`config.mk`:
```
export PLATFORM = sky130hd
export DESIGN_NAME = card_socket_ctrl
export DESIGN_NICKNAME = d
export VERILOG_FILES = /design/src/card_socket_pkg.sv /design/src/card_socket_ctrl.sv /design/src/pin_sync.sv /design/src/socket_engine.sv
export SDC_FILE = /design/constraint.sdc
export NUM_CORES = 1
export LEC_CHECK = 0
export BUFFER_PORTS_ARGS = -buffer_cell sky130_fd_sc_hd__clkbuf_2
export CORE_MARGIN = 3
export CORE_UTILIZATION = 53
export CTS_BUF_LIST = sky130_fd_sc_hd__clkbuf_8
export DETAILED_ROUTE_END_ITERATION = 8
export GPL_ROUTABILITY_DRIVEN = 0
export PLACE_DENSITY = 0.75
export SETUP_SLACK_MARGIN = 0.4
export SYNTH_ARGS = -nofsm -noshare
export SYNTH_HDL_FRONTEND = slang
export SYNTH_SLANG_ARGS = --single-unit
```
`constraint.sdc`:
```
create_clock -name clk -period 2.95 [get_ports clk]
set_clock_uncertainty 0.2 [all_clocks]
set_input_delay 0.295 -clock clk [delete_from_list [all_inputs] [get_ports clk]]
set_output_delay 0.295 -clock clk [all_outputs]
set_load 0.05 [all_outputs]
```
`src/card_socket_pkg.sv`:
```
// shared constants for the two-socket 16-bit card control block
`default_nettype none
package card_socket_pkg;
    // register byte offsets
    localparam logic [7:0] CTRL_A_OFF = 8'h00;
    localparam logic [7:0] CTRL_B_OFF = 8'h04;
    localparam logic [7:0] STAT_A_OFF = 8'h08;
    localparam logic [7:0] STAT_B_OFF = 8'h0c;
    localparam logic [7:0] CHG_A_OFF = 8'h10;
    localparam logic [7:0] CHG_B_OFF = 8'h14;
    localparam logic [7:0] CYC_A_OFF = 8'h18;
    localparam logic [7:0] CYC_B_OFF = 8'h1c;
    // control register fields
    localparam int CTRL_IO_MODE_BIT = 0;
    localparam int CTRL_AUDIO_EN_BIT = 1;
    localparam int CTRL_EN_LSB = 4;
    localparam logic [31:0] CTRL_RESET = 32'h0000_0000;
    // change/enable bit positions (low nibble of status-change register)
    localparam int CHG_DETECT_BIT = 0;
    localparam int CHG_BATT_DEAD_BIT = 1;
    localparam int CHG_BATT_WEAK_BIT = 2;
    localparam int CHG_READY_BIT = 3;
    // cycle register fields
    localparam int CYC_KIND_LSB = 0;
    localparam int CYC_ATTR_BIT = 2;
    localparam int CYC_EVEN_BIT = 3;
    localparam int CYC_ODD_BIT = 4;
    localparam int CYC_BUSY_BIT = 8;
    localparam int CYC_ACK_BIT = 9;
    // cycle kinds
    typedef enum logic [1:0] {
        KIND_MEM_RD = 2'h0,
        KIND_MEM_WR = 2'h1,
        KIND_IO_RD = 2'h2,
        KIND_IO_WR = 2'h3
    } cycle_kind_t;
    // strobe timing
    localparam int CLK_MHZ = 200;
    localparam int STROBE_NS = 100;
    localparam int STROBE_CYCLES = (STROBE_NS * CLK_MHZ + 999) / 1000;
    localparam logic [7:0] STROBE_COUNT = 8'(STROBE_CYCLES);
endpackage
`default_nettype wire

```
`src/card_socket_ctrl.sv`:
```
// top: wishbone registers and two identical socket engines
`timescale 1ns/1ps
`default_nettype none
module card_socket_ctrl
    import card_socket_pkg::*;
(
    input wire logic clk,
    input wire logic reset_n,
    input wire logic wb_cyc_i,
    input wire logic wb_stb_i,
    input wire logic wb_we_i,
    input wire logic [7:0] wb_adr_i,
    input wire logic [3:0] wb_sel_i,
    input wire logic [31:0] wb_dat_i,
    output logic [31:0] wb_dat_o,
    output logic wb_ack_o,
    input wire logic [1:0] battery_detect_1,
    input wire logic [1:0] battery_detect_2,
    input wire logic [1:0] card_present_1,
    input wire logic [1:0] card_present_2,
    input wire logic [1:0] ready_irq_in,
    input wire logic [1:0] wait_n,
    input wire logic [1:0] input_acknowledge_n,
    output logic combined_audio_out,
    output logic [1:0] even_byte_select_n,
    output logic [1:0] odd_byte_select_n,
    output logic [1:0] attr_select_n,
    output logic [1:0] output_enable_n,
    output logic [1:0] write_enable_n,
    output logic [1:0] io_read_strobe_n,
    output logic [1:0] io_write_strobe_n,
    output logic [1:0] status_change_pending
);
    // ************************************
    // pin synchronisers
    // ************************************
    logic [13:0] pins_raw, pins_sync;
    assign pins_raw = {battery_detect_1, battery_detect_2, card_present_1, card_present_2,
                       ready_irq_in, wait_n, input_acknowledge_n};
    pin_sync #(.WIDTH(14), .INIT(14'h3fff)) u_sync (
        .clk(clk),
        .reset_n(reset_n),
        .pin_in(pins_raw),
        .pin_out(pins_sync)
    );
    logic [1:0] s_batt1, s_batt2, s_cp1, s_cp2, s_rdy, s_wait_n, s_ack_n;
    assign {s_batt1, s_batt2, s_cp1, s_cp2, s_rdy, s_wait_n, s_ack_n} = pins_sync;
    // ************************************
    // wishbone decode
    // ************************************
    logic [31:0] ctrl_reg [2];
    logic [31:0] cyc_reg [2];
    logic req, wr, rd_hit;
    logic [1:0] wr_ctrl, wr_chg, wr_cyc, rd_sel_chg, rd_sel_stat, rd_sel_ctrl, rd_sel_cyc;
    assign req = wb_cyc_i && wb_stb_i && !wb_ack_o;
    assign wr = req && wb_we_i;
    assign wr_ctrl = {wb_adr_i == CTRL_B_OFF, wb_adr_i == CTRL_A_OFF} & {2{wr}};
    assign wr_chg = {wb_adr_i == CHG_B_OFF, wb_adr_i == CHG_A_OFF} & {2{wr && wb_sel_i[0]}};
    assign wr_cyc = {wb_adr_i == CYC_B_OFF, wb_adr_i == CYC_A_OFF} & {2{wr && wb_sel_i[0]}};
    assign rd_sel_ctrl = {wb_adr_i == CTRL_B_OFF, wb_adr_i == CTRL_A_OFF};
    assign rd_sel_stat = {wb_adr_i == STAT_B_OFF, wb_adr_i == STAT_A_OFF};
    assign rd_sel_chg = {wb_adr_i == CHG_B_OFF, wb_adr_i == CHG_A_OFF};
    assign rd_sel_cyc = {wb_adr_i == CYC_B_OFF, wb_adr_i == CYC_A_OFF};
    assign rd_hit = |{rd_sel_ctrl, rd_sel_stat, rd_sel_chg, rd_sel_cyc};
    // ************************************
    // two socket engines
    // ************************************
    logic [3:0] chg_flags [2];
    logic [7:0] stat [2];
    logic [1:0] busy, ack_seen, audio, chg_event;
    logic [31:0] rd_word [2];
    genvar s;
    generate
        for (s = 0; s < 2; s++) begin : g_sock
            logic [31:0] ctrl_next;
            always_comb begin
                ctrl_next = ctrl_reg[s];
                for (int b = 0; b < 4; b++) begin
                    if (wb_sel_i[b]) begin
                        ctrl_next[8*b +: 8] = wb_dat_i[8*b +: 8];
                    end
                end
            end
            always_ff @(posedge clk or negedge reset_n) begin
                if (!reset_n) begin
                    ctrl_reg[s] <= CTRL_RESET;
                end else if (wr_ctrl[s]) begin
                    ctrl_reg[s] <= ctrl_next;
                end
            end
            // writes to the cycle register while busy are dropped
            assign cyc_reg[s] = {22'h0, ack_seen[s], busy[s], 8'h00};
            socket_engine u_eng (
                .clk(clk),
                .reset_n(reset_n),
                .io_mode(ctrl_reg[s][CTRL_IO_MODE_BIT]),
                .audio_en(ctrl_reg[s][CTRL_AUDIO_EN_BIT]),
                .chg_enable(ctrl_reg[s][CTRL_EN_LSB +: 4]),
                .chg_clear(wr_chg[s]),
                .chg_clear_mask(wb_dat_i[3:0]),
                .start(wr_cyc[s] && !busy[s]),
                .kind(wb_dat_i[CYC_KIND_LSB +: 2]),
                .attr(wb_dat_i[CYC_ATTR_BIT]),
                .even_req(wb_dat_i[CYC_EVEN_BIT]),
                .odd_req(wb_dat_i[CYC_ODD_BIT]),
                .battery_detect_1(s_batt1[s]),
                .battery_detect_2(s_batt2[s]),
                .card_present_1(s_cp1[s]),
                .card_present_2(s_cp2[s]),
                .ready_irq_in(s_rdy[s]),
                .wait_n(s_wait_n[s]),
                .input_acknowledge_n(s_ack_n[s]),
                .chg_flags(chg_flags[s]),
                .chg_event(chg_event[s]),
                .status(stat[s]),
                .busy(busy[s]),
                .ack_seen(ack_seen[s]),
                .audio(audio[s]),
                .even_byte_select_n(even_byte_select_n[s]),
                .odd_byte_select_n(odd_byte_select_n[s]),
                .attr_select_n(attr_select_n[s]),
                .output_enable_n(output_enable_n[s]),
                .write_enable_n(write_enable_n[s]),
                .io_read_strobe_n(io_read_strobe_n[s]),
                .io_write_strobe_n(io_write_strobe_n[s])
            );
            assign rd_word[s] = ({32{rd_sel_ctrl[s]}} & ctrl_reg[s])
                              | ({32{rd_sel_stat[s]}} & {24'h0, stat[s]})
                              | ({32{rd_sel_chg[s]}} & {28'h0, chg_flags[s]})
                              | ({32{rd_sel_cyc[s]}} & cyc_reg[s]);
        end
    endgenerate
    // ************************************
    // bus answer and merged outputs
    // ************************************
    logic [31:0] rd_data;
    assign rd_data = rd_hit ? (rd_word[0] | rd_word[1]) : 32'h0000_0000;
    always_ff @(posedge clk or negedge reset_n) begin
        if (!reset_n) begin
            wb_ack_o <= 1'b0;
            wb_dat_o <= 32'h0000_0000;
            combined_audio_out <= 1'b0;
            status_change_pending <= 2'h0;
        end else begin
            wb_ack_o <= req;
            wb_dat_o <= req ? rd_data : 32'h0000_0000;
            // binary audio: exclusive-or keeps both cards audible
            combined_audio_out <= audio[0] ^ audio[1];
            status_change_pending <= {|chg_flags[1], |chg_flags[0]};
        end
    end
endmodule
`default_nettype wire

```
`src/pin_sync.sv`:
```
// two-flop synchroniser for a group of pin inputs
`timescale 1ns/1ps
`default_nettype none
module pin_sync #(
    parameter int WIDTH = 1,
    parameter logic [WIDTH-1:0] INIT = '1
) (
    input wire logic clk,
    input wire logic reset_n,
    input wire logic [WIDTH-1:0] pin_in,
    output logic [WIDTH-1:0] pin_out
);
    logic [WIDTH-1:0] meta_reg;
    always_ff @(posedge clk or negedge reset_n) begin
        if (!reset_n) begin
            meta_reg <= INIT;
            pin_out <= INIT;
        end else begin
            meta_reg <= pin_in;
            pin_out <= meta_reg;
        end
    end
endmodule
`default_nettype wire

```
`src/socket_engine.sv`:
```
// one socket: input routing, status-change capture and strobe sequencer
//
// The address map and the Wishbone interface to the registers were left to the implementer.
`timescale 1ns/1ps
`default_nettype none
module socket_engine
    import card_socket_pkg::*;
(
    input wire logic clk,
    input wire logic reset_n,
    input wire logic io_mode,
    input wire logic audio_en,
    input wire logic [3:0] chg_enable,
    input wire logic chg_clear,
    input wire logic [3:0] chg_clear_mask,
    input wire logic start,
    input wire logic [1:0] kind,
    input wire logic attr,
    input wire logic even_req,
    input wire logic odd_req,
    input wire logic battery_detect_1,
    input wire logic battery_detect_2,
    input wire logic card_present_1,
    input wire logic card_present_2,
    input wire logic ready_irq_in,
    input wire logic wait_n,
    input wire logic input_acknowledge_n,
    output logic [3:0] chg_flags,
    output logic chg_event,
    output logic [7:0] status,
    output logic busy,
    output logic ack_seen,
    output logic audio,
    output logic even_byte_select_n,
    output logic odd_byte_select_n,
    output logic attr_select_n,
    output logic output_enable_n,
    output logic write_enable_n,
    output logic io_read_strobe_n,
    output logic io_write_strobe_n
);
    // ************************************
    // input routing
    // ************************************
    typedef enum logic [2:0] {
        ST_IDLE = 3'b001,
        ST_STROBE = 3'b010,
        ST_RELEASE = 3'b100
    } state_t;
    state_t state_reg, state_next;
    logic [7:0] count_reg;
    logic [1:0] kind_reg;
    logic present, batt_good, batt_weak, batt_dead, ready;
    logic status_change_in, card_audio_in, ring_indicate, card_interrupt_request;
    logic [3:0] cond, cond_prev_reg, chg_set;
    assign present = !card_present_1 && !card_present_2;
    assign batt_good = !io_mode && battery_detect_1 && battery_detect_2;
    assign batt_weak = !io_mode && battery_detect_1 && !battery_detect_2;
    assign batt_dead = !io_mode && !battery_detect_1;
    assign ready = !io_mode && ready_irq_in;
    assign status_change_in = io_mode && !battery_detect_1;
    assign ring_indicate = status_change_in;
    assign card_audio_in = io_mode && battery_detect_2;
    assign card_interrupt_request = io_mode && !ready_irq_in;
    // in io mode a status-change assertion is reported on the dead position
    assign cond = {ready, batt_weak, batt_dead | status_change_in, present};
    assign chg_set = (cond ^ cond_prev_reg) & chg_enable;
    assign status = {card_interrupt_request, ring_indicate, batt_good, batt_weak,
                     batt_dead, ready, card_present_2, card_present_1};
    // ************************************
    // status-change capture
    // ************************************
    always_ff @(posedge clk or negedge reset_n) begin
        if (!reset_n) begin
            cond_prev_reg <= 4'h0;
            chg_flags <= 4'h0;
            chg_event <= 1'b0;
            audio <= 1'b0;
        end else begin
            cond_prev_reg <= cond;
            // set wins over a simultaneous clear
            chg_flags <= (chg_flags & ~(chg_clear ? chg_clear_mask : 4'h0)) | chg_set;
            chg_event <= |chg_set;
            audio <= audio_en && card_audio_in;
        end
    end
    // ************************************
    // strobe sequencer
    // ************************************
    logic strobe_done;
    assign strobe_done = (count_reg == 8'h00) && wait_n;
    always_comb begin
        state_next = state_reg;
        case (state_reg)
            ST_IDLE: begin
                if (start) begin
                    state_next = ST_STROBE;
                end
            end
            ST_STROBE: begin
                if (strobe_done) begin
                    state_next = ST_RELEASE;
                end
            end
            ST_RELEASE: state_next = ST_IDLE;
            default: state_next = ST_IDLE;
        endcase
    end
    logic active;
    assign active = (state_next == ST_STROBE);
    always_ff @(posedge clk or negedge reset_n) begin
        if (!reset_n) begin
            state_reg <= ST_IDLE;
            count_reg <= 8'h00;
            kind_reg <= 2'h0;
            ack_seen <= 1'b0;
            even_byte_select_n <= 1'b1;
            odd_byte_select_n <= 1'b1;
            attr_select_n <= 1'b1;
            output_enable_n <= 1'b1;
            write_enable_n <= 1'b1;
            io_read_strobe_n <= 1'b1;
            io_write_strobe_n <= 1'b1;
        end else begin
            state_reg <= state_next;
            if (state_reg == ST_IDLE && start) begin
                kind_reg <= kind;
                count_reg <= STROBE_COUNT - 8'h01;
                ack_seen <= 1'b0;
                even_byte_select_n <= !even_req;
                odd_byte_select_n <= !odd_req;
                attr_select_n <= !(attr || kind[1]);
            end else if (state_reg == ST_STROBE && count_reg != 8'h00) begin
                count_reg <= count_reg - 8'h01;
            end
            if (state_reg == ST_STROBE && kind_reg == KIND_IO_RD && !input_acknowledge_n) begin
                ack_seen <= 1'b1;
            end
            if (state_next == ST_IDLE) begin
                even_byte_select_n <= 1'b1;
                odd_byte_select_n <= 1'b1;
                attr_select_n <= 1'b1;
            end
            output_enable_n <= !(active && kind_next_sel(KIND_MEM_RD));
            write_enable_n <= !(active && kind_next_sel(KIND_MEM_WR));
            io_read_strobe_n <= !(active && kind_next_sel(KIND_IO_RD));
            io_write_strobe_n <= !(active && kind_next_sel(KIND_IO_WR));
        end
    end
    function automatic logic kind_next_sel(input logic [1:0] k);
        kind_next_sel = (state_reg == ST_IDLE) ? (kind == k) : (kind_reg == k);
    endfunction
    assign busy = (state_reg != ST_IDLE);
endmodule
`default_nettype wire
```
Word-level counts from Yosys, hierarchy flattened
Cells that the tools add are included.
- flip-flop bits (word level): 188
- input bits: 63
- output and inout bits: 50
- word-level logic and storage cells: 237
- $add $sub $neg: 2
- equality and inequality tests: 26
- mux-type cells: 38
- bitwise operators: 31
- reduce and logical (&&, ||, !) cells: 98
- operator list (operator ; number):
    OR 32 bit ; 7
    AND 32 x 10 -> 32 bit ; 2
    AND 32 bit ; 2
    AND 32 x 4 -> 32 bit ; 2
    AND 32 x 8 -> 32 bit ; 2
    two-way mux 32 bit ; 2
    logical AND 1 bit ; 44
    == test 8 x 5 -> 1 bit (second input constant) ; 4
    two-way mux 8 bit ; 4
    logical NOT 1 bit ; 28
    logical NOT 8 bit ; 3
    two-way mux 1 bit ; 24
    AND 4 bit ; 4
    == test 8 x 4 -> 1 bit (second input constant) ; 2
    AND reduction 2 bit ; 8
    nonzero test 8 bit ; 2
    subtractor 8 x 1 -> 8 bit (second input constant) ; 2
    == test 2 bit (second input constant) ; 6
    == test 3 x 1 -> 1 bit (second input constant) ; 4
    == test 3 x 2 -> 1 bit (second input constant) ; 4
    two-way mux 3 bit ; 4
    one-hot mux 3 bit (2 select lines) ; 2
    nonzero test 2 bit ; 6
    == test 8 x 3 -> 1 bit (second input constant) ; 1
    other kinds (13) ; 26

Logic depth before layout (Yosys ltp)
- word-level depth: 11
- gate-level depth with buffers: 7

Modules after synthesis
Synthesis repeated with hierarchy kept, for this count alone.
- cell total of the unflattened synthesis: 630
- area, all modules: 8023.9 µm²
- modules (own cells, without submodules) (module ; instances ; cells an instance ; area an instance (µm²) ; seq. area each (µm²)):
    card_socket_ctrl ; 1 ; 324 ; 4370.4 ; 2502.4
    socket_engine ; 2 ; 139 ; 1458.9 ; 785.8
    pin_sync ; 1 ; 28 ; 735.7 ; 735.7

Least setup slack after synthesis
Ideal clock, no wire load.
- path kind: flip-flop to flip-flop
- start point: register wb_ack_o
- end point: register g_sock[0].u_eng.kind_reg[0]
- library setup time: 0.125 ns
- data arrival time: 1.984 ns
- data required time: 2.625 ns
- setup slack: 0.642 ns
- cell stages (with the launch flop): 7
- path buffers: 2
- period minus slack after synthesis: 2.308 ns
- cells stage by stage: dfrtp_1 and4b_1 buf_2 and4_1 buf_2 nand3_1 mux2_2
- longest elaborated chain between the ends: 7
- RTL lines (element ; line ; source):
    from (decl) ; card_socket_ctrl.sv:16 ; output logic wb_ack_o,
    from (signal assigned) ; card_socket_ctrl.sv:145 ; wb_ack_o <= req;
    logical NOT 1 bit ; card_socket_ctrl.sv:55 ; assign req = wb_cyc_i && wb_stb_i && !wb_ack_o;
    logical AND 1 bit ; card_socket_ctrl.sv:55 ;
    logical AND 1 bit ; card_socket_ctrl.sv:56 ; assign wr = req && wb_we_i;
    logical AND 1 bit ; card_socket_ctrl.sv:59 ; assign wr_cyc = {wb_adr_i == CYC_B_OFF, wb_adr_i == CYC_A_OFF} & {2{wr && wb_sel_i[0]}};
    AND 2 bit ; card_socket_ctrl.sv:59 ;
    logical AND 1 bit ; card_socket_ctrl.sv:101 ; .start(wr_cyc[s] && !busy[s]),
    logical AND 1 bit ; socket_engine.sv:126 ; if (state_reg == ST_IDLE && start) begin
    to (signal assigned) ; socket_engine.sv:127 ; kind_reg <= kind;
    to (decl) ; socket_engine.sv:52 ; logic [1:0] kind_reg;
Every way passes these cells.
A chain may end at the register's enable or synchronous reset.

Worst setup path in the final report
- start point: register g_sock[0].u_eng.count_reg[0]
- end point: register g_sock[0].u_eng.count_reg[0]
- longest elaborated chain between the ends: 3
- RTL lines (element ; line ; source):
    from (decl) ; socket_engine.sv:51 ; logic [7:0] count_reg;
    from (signal assigned) ; socket_engine.sv:128 ; count_reg <= STROBE_COUNT - 8'h01;
    from (signal assigned) ; socket_engine.sv:134 ; count_reg <= count_reg - 8'h01;
    subtractor 8 x 1 -> 8 bit / nonzero test 8 bit (equally long branches) ; socket_engine.sv:134, socket_engine.sv:133 ;
    two-way mux 8 bit / logical AND 1 bit (equally long branches) ; socket_engine.sv:133 ; end else if (state_reg == ST_STROBE && count_reg != 8'h00) begin
    two-way mux 8 bit / nonzero test 2 bit (equally long branches) ; n/a ;
Parallel ways exist; a longest one is shown, timed or not. The select of a mux whose other input is x is not followed.

==> results.md <==
- Routed WL per cell: 18.2 µm
- Cell family with most CP delay: simple AND/OR/NAND/NOR gates
- Setup TNS: 0 ns
- Post-synth EDFFs: 0
- Max Cap Viol: 0
- I/O pin count: 113
- Crit path max-delay cell type: or4b_2
- Setup violators final: 0
- Max rail drop VDD: around 280 µV
- Antenna-violating nets left: 0
- Max incr delay on CP: between 0.6 and 0.7 ns
- Synth cell types: 60
- Register area: between 0.004 and 0.005 mm²
- M1 GR Usage: 30.2%
- Final core occ: between 60% and 70%
- Hold Path Class: in -> reg
- Layout cell share with drive strength beyond 1: a little over a third
- Via count: about 5400
- #FFs+latches synth: 188
- Ys async rst share: 100%
- Synth Area in Compound Gates: about 8.4%
- Die span in y: between 100 and 150 µm
- Post-synthesis mux area share: ~12%
- Startpoint Class: flip-flop
- Post-Syn Area: ~0.0078 mm²
- Post-Synth XOR/XNOR Area: 1.58%
- Max reg flops: between 60 and 70
- Worst slew pin tran: 0.934 ns
- Clock tree buffer depth: 2
- Register area share after synthesis: 61.2%
- Nets@finish: 829
- Diode count: 0
- Post-route DRC: 0
- Crit-path max FO: 5
- Tot GR Track Use: around 23%
- Area post-placement: between 0.008 and 0.009 mm²
- Post-Synth Simple-Gate Area: a little over an eighth
- Ys flop type: dfrtp_1
- Syn Area/Cell: 12.8 µm²
- Worst hold-check slack: 0.0851 ns
- CTS resizes: 0
- Initial antenna violation count: 0
- CTS Buf Count: 17
- Root Buffer: clkbuf_8
- Grt ovf: 0
- Design area: around 0.0094 mm²
- Most frequent cell after synthesis: dfrtp_1
- Crit share post-route: between 70% and 80%
- Largest net degree at the start of global routing: 70
- Min setup slack post-route: approximately 0.6 ns
- Met3 Use GR: 4.85%
- Routed WL: about 17 mm
- Crit Path Category: reg -> reg
- Clock-pin slew on the worst setup and hold paths: around 0.08 ns
- Area of the multi-input gates: between 0.002 and 0.003 mm²
- Post-Syn Nets: roughly 670
- Fin. Hold Viols: 0
- # rows: 43
- Largest family of logic cells by synthesized area: simple AND/OR/NAND/NOR gates
- Drt first pass iters: 5
- Post-CTS Setup Inserts: 0
- Slew Limit Headroom: between 30% and 40%
- Mean number of vias per cell: roughly 5.7
- Die area: approximately 0.016 mm²
- H-tree depth: 4
- RSZ-0062 raised after global routing: no
- I/O Buffers: 112
- WP data arrival: ~2.5 ns
- Sink Count: ~190
- Fin. max-slew vios: 0
- Initial DRC Count: around 430
- Synth Area in Adders: 0.644%
- DP HPWL: ~12 mm
- P per Cell Area: between 400 and 500 mW/mm²
- Number of global-route vias before repair: ~5600
- Place WS: approximately 0.33 ns
- CTS tree: yes
- Area grow syn2layout: 20.4%
- Cell taking the most area after synthesis: dfrtp_1
- Core ar.: roughly 0.014 mm²
- Die W: around 130 µm
- Highest achievable clock rate: 424 MHz
- Initial Util: between 50 and 60%
- Commonest cells in the netlist: 144 x dfrtp_1, 66 x mux2_2, 58 x nor2_1, 44 x dfstp_2, 25 x a22oi_1
- Grt peak-use layer: met2
- First-pass GRT wire length: around 29 mm
- Leakage: ~4.4 nW
- Worst skew pair latency: around 0.46 ns
- Yosys warnings: 0
- Top post-synthesis cells by area: dfrtp_1 46%, dfstp_2 15%, mux2_2 9.6%, nor2_1 2.8%, a22oi_1 2.4%
- Post-Syn Instances: ~610
- Outcome: finished, final reports clean
- CP cell instances: inv_1, ha_1, or4b_2, o21ai_0, xnor2_1, nand2_1
- Buffers plus inverters on the worst setup path: 1
- Grt met2 use: a little over a third
- Critical Path End Type: flip-flop
- Synth top area share: a little under half
- Fill cells: approximately 1000
- Worst Path Required: between 3 and 4 ns
- Post-route minimum period: between 2 and 2.5 ns
-- cell usage in the layout, fill, tap and decap left out, types with 5 or more instances in the layout --
master,instances
o21ai_0,11
mux2i_1,11
xnor2_1,6
dfrtp_1,144
xor2_1,8
nor3_1,15
a22o_1,6
mux2_2,66
buf_4,14
clkbuf_2,111
a21oi_1,17
dfstp_2,44
clkbuf_8,19
nand2_1,24
and3_1,5
nor2b_1,7
nand3_1,15
or3_1,5
nor2_1,58
inv_1,18
a21o_1,6
nand4_1,6
a22oi_1,25
dlygate4sd3_1,47
-- area by class of cell --
class | instances | area share [%]
inverters | 13 | 0.521
multi-input cells | 367 | 29.3
flip-flops and latches | 188 | 50.8
clock buffers | 19 | 2.79
well taps | 180 | 2.41
clock inverters | 13 | 1.46
repair buffers | 175 | 12.6
-- metrics by stage --
| stage | std cells | total power [W] |
|---|---|---|
| 2_1_floorplan | 607 | 0.00279 |
| 3_3_place_gp | 876 | 0.00293 |
| 3_5_place_dp | 876 | 0.00294 |
| 4_1_cts | 955 | 0.00468 |
| 5_1_grt | 955 | 0.00481 |
| 6_report | 955 | 0.00464 |
-- cell families (layout without fill, tap and decap cells) --
kind of cell | after synthesis | after routing
flops | 188 | 188
buf+inv | 52 | 220
fa+ha+maj | 4 | 4
simple gates | 177 | 177
xor+xnor | 14 | 14
mux | 80 | 80
compound gates | 92 | 92
-- worst register-to-register path: stages (launching register included) --
cell and delay [ns]:
dfrtp_1 0.40, inv_1 0.12, ha_1 0.23, or4b_2 0.63
o21ai_0 0.40, xnor2_1 0.18, nand2_1 0.07
-- metal layers --
metal / share of wire, % / up-vias
li1: - / 2470
met1: 44 / 2701
met2: 48 / 193
met3: 5.6 / 38
met4: 2.3 / 0
met5: 0 / -
-- power breakdown --
part	internal [W]	switching, W	total (W)
Sequential	0.00263	0.0000259	0.00266
Clock	0.000861	0.000839	0.00170
Combinational	0.000118	0.000162	0.000281
Total	0.00361	0.00103	0.00464
-- final timing paths --
check | endpoint | cells past startpoint | slack, ns | startpoint
worst max-delay path | g_sock[0].u_eng.count_reg[0]$_DFFE_PN0P_ | 6 | 0.59 | g_sock[0].u_eng.count_reg[0]$_DFFE_PN0P_
worst min-delay path | ctrl_reg[31]$_DFFE_PN0P_ | 3 | 0.09 | wb_sel_i[3]
worst max register to register | g_sock[0].u_eng.count_reg[0]$_DFFE_PN0P_ | 6 | 0.59 | g_sock[0].u_eng.count_reg[0]$_DFFE_PN0P_
worst min register to register | u_sync.pin_out[13]$_DFF_PN1_ | 0 | 0.15 | u_sync.meta_reg[13]$_DFF_PN1_
max in group asynchronous | u_sync.meta_reg[10]$_DFF_PN1_ | 3 | 1.53 | reset_n
min in group asynchronous | g_sock[0].u_eng.count_reg[2]$_DFFE_PN0P_ | 2 | 0.19 | reset_n
-- timing repair --
| item | CTS | global route |
|---|---|---|
| endpoints found under the setup margin | 0 | 0 |
| hold buffers | 47 | 0 |
| endpoints found under the hold margin | 137 | 0 |
No activity file was read; power rests on OpenSTA's default activity.
